==> src/design/cajc_pkg.sv <==
// package: shared constants for aux acknowledge and axis jog control
package cajc_pkg;
    // channel interface byte offsets, channel one at base
    localparam logic [7:0] CAJC_OFS_AUX_ACK = 8'h6d;
    localparam logic [7:0] CAJC_OFS_ASUB = 8'h6e;
    localparam logic [7:0] CAJC_OFS_GEO1 = 8'h72;
    localparam logic [7:0] CAJC_OFS_GEO2 = 8'h73;
    localparam logic [7:0] CAJC_OFS_GEO3 = 8'h74;
    localparam logic [7:0] CAJC_OFS_ORI1 = 8'h75;
    // designer status registers
    localparam logic [7:0] CAJC_OFS_STATUS = 8'h76;
    localparam logic [7:0] CAJC_OFS_AUX_CMD = 8'h77;
    // per-channel displacement
    localparam int CAJC_CHAN_STRIDE = 100;
    localparam int CAJC_NUM_AXES = 4;
    localparam int CAJC_NUM_GEO = 3;
    // bit positions inside an axis control byte, the aux acknowledge byte and the subprogram byte
    localparam int CAJC_BIT_FEED_HALT = 3;
    localparam int CAJC_BIT_INHIBIT = 4;
    localparam int CAJC_BIT_RAPID_OVR = 5;
    localparam int CAJC_BIT_JOG_NEG = 6;
    localparam int CAJC_BIT_JOG_POS = 7;
    localparam int CAJC_BIT_ACK = 0;
    localparam int CAJC_BIT_ASUB = 7;
    localparam logic [7:0] CAJC_BYTE_RESET = 8'h00;
    typedef enum logic [1:0] {
        CAJC_RUN = 2'b00,
        CAJC_WAIT_ACK = 2'b01
    } cajc_chan_state_e;
endpackage : cajc_pkg

==> src/design/cajc_if.sv <==
// interface: controller-to-channel interface bits
`timescale 1ns/1ps
`default_nettype none
interface cajc_if;
    import cajc_pkg::*;
    logic aux_function_acknowledge;
    logic async_subprogram_launch;
    logic [7:0] axis_ctrl [CAJC_NUM_AXES];
    logic aux_pending;
    logic jog_conflict;
    modport device (
        input aux_function_acknowledge,
        input async_subprogram_launch,
        input axis_ctrl,
        output aux_pending,
        output jog_conflict
    );
    modport host (
        output aux_function_acknowledge,
        output async_subprogram_launch,
        output axis_ctrl,
        input aux_pending,
        input jog_conflict
    );
endinterface : cajc_if
`default_nettype wire

==> src/design/cajc_channel.sv <==
// module: channel end acting on aux acknowledge and axis control bits
//
// Local design decision: the plain strobed port.
`timescale 1ns/1ps
`default_nettype none

// Behaviour
// - acknowledge is edge; rising only counts
// - actions held pending until aux acknowledged
// - program resumes after acknowledge edge
// - axis byte bits three to seven
// - feed halt maps to axis feed stop
// - inhibit blocks jog requests in jog
// - rapid override maps to axis enable
// - one geometry axis jogging negative
// - one geometry axis jogging positive
// - channel offset displaced by 100
module cajc_channel
    import cajc_pkg::*;
#(
    parameter int CHAN_INDEX = 0
) (
    input wire logic clk,
    input wire logic rst,
    cajc_if.device link,
    input wire logic aux_output,
    input wire logic action_req,
    input wire logic jog_mode,
    output logic program_run,
    output logic action_grant,
    output logic [CAJC_NUM_AXES-1:0] feed_halt,
    output logic [CAJC_NUM_AXES-1:0] rapid_override_enable,
    output logic [CAJC_NUM_AXES-1:0] jog_negative,
    output logic [CAJC_NUM_AXES-1:0] jog_positive,
    output logic [15:0] chan_base
);

    // ==========================================================
    // acknowledge handshake
    cajc_chan_state_e state_r, state_nxt;
    logic ack_d_r, ack_d_nxt;
    logic run_r, run_nxt;
    logic grant_r, grant_nxt;
    logic hold_r, hold_nxt;
    logic pend_r, pend_nxt;
    logic ack_edge;

    always_comb begin
        // host drives the bit on this clock, no synchroniser
        ack_d_nxt = link.aux_function_acknowledge;
        // rising edge detect
        ack_edge = link.aux_function_acknowledge & ~ack_d_r;
        state_nxt = state_r;
        run_nxt = run_r;
        grant_nxt = 1'b0;
        hold_nxt = hold_r;
        case (state_r)
            CAJC_RUN: begin
                run_nxt = 1'b1;
                if (aux_output) begin
                    state_nxt = CAJC_WAIT_ACK;
                    run_nxt = 1'b0;
                    hold_nxt = hold_r | action_req;
                end else begin
                    grant_nxt = action_req | hold_r;
                    hold_nxt = 1'b0;
                end
            end
            CAJC_WAIT_ACK: begin
                run_nxt = 1'b0;
                // several deferred requests give one grant
                hold_nxt = hold_r | action_req;
                if (ack_edge) begin
                    state_nxt = CAJC_RUN;
                    run_nxt = 1'b1;
                end
            end
            default: begin
                state_nxt = CAJC_RUN;
                run_nxt = 1'b1;
                hold_nxt = 1'b0;
            end
        endcase
        // pending flag kept in its own register
        pend_nxt = (state_nxt == CAJC_WAIT_ACK);
    end

    always_ff @(posedge clk) begin
        if (rst) begin
            state_r <= CAJC_RUN;
            ack_d_r <= 1'b0;
            run_r <= 1'b0;
            grant_r <= 1'b0;
            hold_r <= 1'b0;
            pend_r <= 1'b0;
        end else begin
            state_r <= state_nxt;
            ack_d_r <= ack_d_nxt;
            run_r <= run_nxt;
            grant_r <= grant_nxt;
            hold_r <= hold_nxt;
            pend_r <= pend_nxt;
        end
    end

    // ==========================================================
    // axis control decode
    logic [CAJC_NUM_AXES-1:0] fh_nxt;
    logic [CAJC_NUM_AXES-1:0] ro_nxt;
    logic [CAJC_NUM_AXES-1:0] jn_nxt;
    logic [CAJC_NUM_AXES-1:0] jp_nxt;
    logic [CAJC_NUM_AXES-1:0] req_n;
    logic [CAJC_NUM_AXES-1:0] req_p;
    logic [CAJC_NUM_AXES-1:0] fh_r;
    logic [CAJC_NUM_AXES-1:0] ro_r;
    logic [CAJC_NUM_AXES-1:0] jn_r;
    logic [CAJC_NUM_AXES-1:0] jp_r;
    logic conflict_nxt;
    logic conflict_r;
    logic [15:0] base_nxt;
    logic [15:0] base_r;
    logic [CAJC_NUM_AXES-1:0] used_n;
    logic [CAJC_NUM_AXES-1:0] used_p;

    genvar g;
    generate
        for (g = 0; g < CAJC_NUM_AXES; g++) begin : g_axis
            assign fh_nxt[g] = link.axis_ctrl[g][CAJC_BIT_FEED_HALT];
            assign ro_nxt[g] = link.axis_ctrl[g][CAJC_BIT_RAPID_OVR];
            assign req_n[g] = link.axis_ctrl[g][CAJC_BIT_JOG_NEG] & jog_mode
                & ~link.axis_ctrl[g][CAJC_BIT_INHIBIT];
            assign req_p[g] = link.axis_ctrl[g][CAJC_BIT_JOG_POS] & jog_mode
                & ~link.axis_ctrl[g][CAJC_BIT_INHIBIT];
        end
    endgenerate

    always_comb begin
        jn_nxt = '0;
        jp_nxt = '0;
        used_n = '0;
        used_p = '0;
        conflict_nxt = 1'b0;
        for (int i = 0; i < CAJC_NUM_GEO; i++) begin
            if (req_n[i]) begin
                if (used_n == '0) begin
                    jn_nxt[i] = 1'b1;
                end else begin
                    conflict_nxt = 1'b1;
                end
                used_n[i] = 1'b1;
            end
            if (req_p[i]) begin
                if (used_p == '0) begin
                    jp_nxt[i] = 1'b1;
                end else begin
                    conflict_nxt = 1'b1;
                end
                used_p[i] = 1'b1;
            end
        end
        // orientation axis outside the one-axis limit
        jn_nxt[CAJC_NUM_AXES-1] = req_n[CAJC_NUM_AXES-1];
        jp_nxt[CAJC_NUM_AXES-1] = req_p[CAJC_NUM_AXES-1];
        // channel displacement
        // constant, registered so the port comes from a flop
        base_nxt = 16'(CHAN_INDEX * CAJC_CHAN_STRIDE);
    end

    always_ff @(posedge clk) begin
        if (rst) begin
            fh_r <= '0;
            ro_r <= '0;
            jn_r <= '0;
            jp_r <= '0;
            conflict_r <= 1'b0;
            base_r <= 16'h0000;
        end else begin
            fh_r <= fh_nxt;
            ro_r <= ro_nxt;
            jn_r <= jn_nxt;
            jp_r <= jp_nxt;
            conflict_r <= conflict_nxt;
            base_r <= base_nxt;
        end
    end

    // ==========================================================
    // outputs
    assign link.aux_pending = pend_r;
    assign link.jog_conflict = conflict_r;

    assign program_run = run_r;
    assign action_grant = grant_r;
    assign feed_halt = fh_r;
    assign rapid_override_enable = ro_r;
    assign jog_negative = jn_r;
    assign jog_positive = jp_r;
    assign chan_base = base_r;

endmodule : cajc_channel
`default_nettype wire

==> src/flat_wrapper.sv <==
// flat-port wrapper written by rule: the top's interface ports become plain ports
module cajc_channel_flat import cajc_pkg::*;
#(
    parameter int CHAN_INDEX = 0
)
  (clk, rst, aux_output, action_req, jog_mode, program_run, action_grant, feed_halt, rapid_override_enable, jog_negative, jog_positive, chan_base, link_aux_function_acknowledge, link_async_subprogram_launch, link_axis_ctrl, link_aux_pending, link_jog_conflict);
  cajc_if link_i ();
  input wire logic clk;
  input wire logic rst;
  input wire logic aux_output;
  input wire logic action_req;
  input wire logic jog_mode;
  output logic program_run;
  output logic action_grant;
  output logic [CAJC_NUM_AXES-1:0] feed_halt;
  output logic [CAJC_NUM_AXES-1:0] rapid_override_enable;
  output logic [CAJC_NUM_AXES-1:0] jog_negative;
  output logic [CAJC_NUM_AXES-1:0] jog_positive;
  output logic [15:0] chan_base;
  input wire logic [$bits(link_i.aux_function_acknowledge)-1:0] link_aux_function_acknowledge;
  input wire logic [$bits(link_i.async_subprogram_launch)-1:0] link_async_subprogram_launch;
  input wire logic [$bits(link_i.axis_ctrl)-1:0] link_axis_ctrl;
  output wire logic [$bits(link_i.aux_pending)-1:0] link_aux_pending;
  output wire logic [$bits(link_i.jog_conflict)-1:0] link_jog_conflict;
  assign link_i.aux_function_acknowledge = link_aux_function_acknowledge;
  assign link_i.async_subprogram_launch = link_async_subprogram_launch;
  assign link_i.axis_ctrl = {>>{link_axis_ctrl}};
  assign link_aux_pending = link_i.aux_pending;
  assign link_jog_conflict = link_i.jog_conflict;
  cajc_channel #(.CHAN_INDEX(CHAN_INDEX)) u_core (.clk(clk), .rst(rst), .link(link_i), .aux_output(aux_output), .action_req(action_req), .jog_mode(jog_mode), .program_run(program_run), .action_grant(action_grant), .feed_halt(feed_halt), .rapid_override_enable(rapid_override_enable), .jog_negative(jog_negative), .jog_positive(jog_positive), .chan_base(chan_base));
endmodule
==> config.mk <==
export PLATFORM = sky130hd
export DESIGN_NAME = cajc_channel_flat
export DESIGN_NICKNAME = d
export VERILOG_FILES = /design/src/design/cajc_pkg.sv /design/src/design/cajc_if.sv /design/src/design/cajc_channel.sv /design/src/flat_wrapper.sv
export SDC_FILE = /design/constraint.sdc
export NUM_CORES = 1
export LEC_CHECK = 0
export BUFFER_PORTS_ARGS = -buffer_cell sky130_fd_sc_hd__buf_2
export CELL_PAD_IN_SITES_DETAIL_PLACEMENT = 0
export CELL_PAD_IN_SITES_GLOBAL_PLACEMENT = 1
export CORE_MARGIN = 2
export CORE_UTILIZATION = 23
export DETAILED_ROUTE_END_ITERATION = 12
export HOLD_SLACK_MARGIN = 0.02
export PLACE_DENSITY_LB_ADDON = 0.1
export SLEW_MARGIN = 40
export SYNTH_ARGS = -nofsm -noshare
export SYNTH_HDL_FRONTEND = slang
export SYNTH_SLANG_ARGS = --single-unit
==> constraint.sdc <==
create_clock -name clk -period 0.8 [get_ports clk]
set_input_delay 0 -clock clk [delete_from_list [all_inputs] [get_ports clk]]
set_output_delay 0 -clock clk [all_outputs]
set_load 0.02 [all_outputs]
==> results.md <==
* Run status: finished, final reports clean
* Final period demand of the worst path at 0.7724 ns
* Die boundary width at between 60 and 70 µm
* Num Clock Sinks at 24
* Overall die area at 4404 µm²
* Number of buffers on the longest clock path at 2
* Total routing resource utilization after global routing at 7.386%
* DRT antenna net count at 0
* Area share of the largest cell type after synthesis at between 50 and 60%
* Vias in the first global route at 568
* Proportion of register bits with asynchronous set or reset after synthesis at 0%
* GR Overflow Total at 0
* H-tree depth at 1
* Top post-synthesis cells by count: dfxtp_1 (24), buf_4 (16), nor2b_1 (12)
* 1st-pass router iterations at 3
* Capture point of the worst reg-to-reg path: u_core.program_run$_SDFF_PP0_
* Clock buffer count from CTS at 3
* Worst setup path class: in2reg
* Final weighted congestion in routability-driven placement at 0.5988
* CTS clk-pin slew, worst paths at 0.09 ns
* Port bufs at 45
* Syn Std Cell Area at 894.6 µm²
* First-pass GRT wire length at 2435 µm
* Detail-routed via count per cell at 3.573
* Worst setup slack after placement at -0.003672 ns
* Antenna violations before repair at 0
* Clock tree root buffer cell: clkbuf_8
* HP Class: in2reg
* Worst hold slack after final layout at approximately 0.031 ns
* Die height at 66.37 µm
* Number of diodes added for antenna fixing at 0
* Cell count after synthesis at 86
* Starting Density at 24.25%
* Reg-to-reg slack, setup at 0.06 ns
* Buffer count from post-CTS setup fixing at 0
* Most common cell in the synthesized netlist: dfxtp_1
* Lkg Pwr at 0.6534 nW
* Core region area at 3689 µm²
* Register-to-Register Path Depth at 4
* Launching element type of the critical path: input port
* WP data required at 1.01 ns
* Largest area contributor in the netlist: dfxtp_1
* Arrival time at the worst endpoint at just under 1 ns
* FF+latch count, synth at 24
* Estimated wirelength of the detail-placed design at around 1300 µm
* Number of different library cells in the post-synthesis netlist at 22
* Share of the clock period used by the worst path after layout at a little over nine tenths
* Type of destination of the critical path: flip-flop
* YS warnings at 0
* Net count of the finished layout at 191
* Sequential-to-total area share from yosys stat at 53.71%
* Setup repair after global routing missed its margin: true
* Final critical-path setup slack at 0.02760 ns
* Inst Count DP at 180
* Skew final at 0.0005525 ns
* Min-delay src: link_axis_ctrl[28]
* Post-route insts no fill at 199
* Largest cells by area after synthesis: dfxtp_1 (54%), buf_4 (13%), nor2b_1 (8.4%)
* Ports at 75
* Number of synthesized flops with an enable pin at 0
* Largest net degree at the start of global routing at 14
* Worst voltage drop across the vdd grid at 608.1 µV
* Launch point of the worst path: aux_output
* Final setup violating endpoints at 0
* Detailed-route DRC error count at 0
* Share of layout cells above drive strength 1 at 39.07%
* Max-slew violation count at 0
* Later-pin clock latency in the skew report at 0.26 ns
* Maximum clock frequency at 1.295 GHz
* WHS Path Cells at 3
* P&R area growth vs syn at 49.79%
* Reg2reg start: u_core.state_r[0]$_SDFF_PP0_
* Avg Cell Area, Syn at around 10 µm²
* Worst hold endpoint: u_core.jog_negative[0]$_SDFF_PP0_
* Final hold viol count at 0
* Final core utilization at 36.33%
* DRT Wirelength at 1755 µm
* TritonCTS clock tree: done
* Row count at 22
* Final routed wire length divided by cell count at 8.819 µm
* Total via count after detailed routing at 711
* Max_cap viols at 0
* Overall power of the completed layout at 0.002466 W
* Crit-path max FO at 3
* Predominant post-synthesis flop cell: dfxtp_1
* Count of routing violations after the opening detailed-route iteration at 12
* PwrDens at 1840 nW/µm²
worst max-delay path by stage:
| stage | end | slack, ns | depth (start not counted) |
|---|---|---|---|
| after global routing | u_core.program_run$_SDFF_PP0_ | -0.01 | 5 |
| final | u_core.program_run$_SDFF_PP0_ | 0.03 | 5 |
| after global placement | u_core.program_run$_SDFF_PP0_ | -0.02 | 4 |
| after floorplan | u_core.program_run$_SDFF_PP0_ | 0.06 | 4 |
| after detailed placement | u_core.program_run$_SDFF_PP0_ | -0.004 | 4 |
| after CTS | u_core.program_run$_SDFF_PP0_ | 0.02 | 4 |
where the power goes:
part / switching (W) / leakage [nW] / internal [W] / total [W]
registers: 0.0000150 / 0.198 / 0.00124 / 0.00126
clock network: 0.000375 / 0.0288 / 0.000439 / 0.000814
logic: 0.000218 / 0.426 / 0.000174 / 0.000392
total: 0.000608 / 0.653 / 0.00186 / 0.00247
registers in the layout, summed over array words and instances, names as in the netlist:
name	flops
u_core.rapid_override_enable	4
u_core.program_run	1
u_core.action_grant	1
u_core.hold_r	1
u_core.jog_negative	4
u_core.feed_halt	4
u_core.state_r	2
u_core.link.aux_pending	1
u_core.ack_d_r	1
u_core.jog_positive	4
u_core.link.jog_conflict	1
layer usage:
metal,share of wire (%),GRT usage (%),up-vias
li1,-,-,370
met3,9.6,2.726,0
met2,50,12.50,32
met1,41,7.979,309
met4,0,3.827,0
met5,0,0,-
final cells by class:
type | count | area, µm²
timing repair buffer | 63 | 397.9
tap | 48 | 60.06
sequential | 24 | 481.7
fill | 405 | 2349
multi-input combinational | 60 | 345.3
clock buffer | 4 | 55.05
repair_timing:
item                                   in CTS  in global routing
hold buffers                               15                  0
setup endpoints to repair                   3                  3
endpoints found under the hold margin      15                  0
resized for setup                           1                  1
through the flow:
step / setup TNS, ns / cell area [µm²]
3_5_place_dp: -0.003672 / 1127
5_1_grt: -0.01374 / 1340
2_1_floorplan: 0 / 954.7
3_3_place_gp: -0.02005 / 1127
4_1_cts: 0 / 1339
6_report: 0 / 1340
critical path, stage by stage:
cell           delay [ns]
dlygate4sd3_1        0.53
buf_2                0.14
o22ai_2              0.18
nor2_1               0.06
nor2_1               0.07
cell families (layout without fill, tap and decap cells):
| group | after synthesis | after routing | share of synthesized area [%] |
|---|---|---|---|
| AOI/OAI and AO/OA | 5 | 5 | 2.936 |
| and+or+nand+nor | 38 | 38 | 27.83 |
| DFF | 24 | 24 | 53.71 |
| buffers and inverters | 18 | 67 | 15.10 |
| other | 1 | 17 | 0.4192 |
cell usage in the layout (no fill, tap or decap):
cell type / n
nor2_4: 1
dfxtp_2: 1
o21ai_1: 1
dfxtp_1: 23
nand2b_1: 2
o22ai_2: 1
buf_4: 3
nor2b_4: 1
and2b_1: 2
conb_1: 17
nor3_1: 4
nor2b_1: 12
nand3_1: 2
nor3b_1: 3
buf_2: 45
dlygate4sd3_1: 15
a21oi_1: 1
nor2_1: 6
nor4b_2: 1
clkbuf_8: 4
nand2b_4: 1
nor3_2: 1
o21ai_0: 2
nand2_1: 2
No activity file was read; power rests on OpenSTA's default activity.
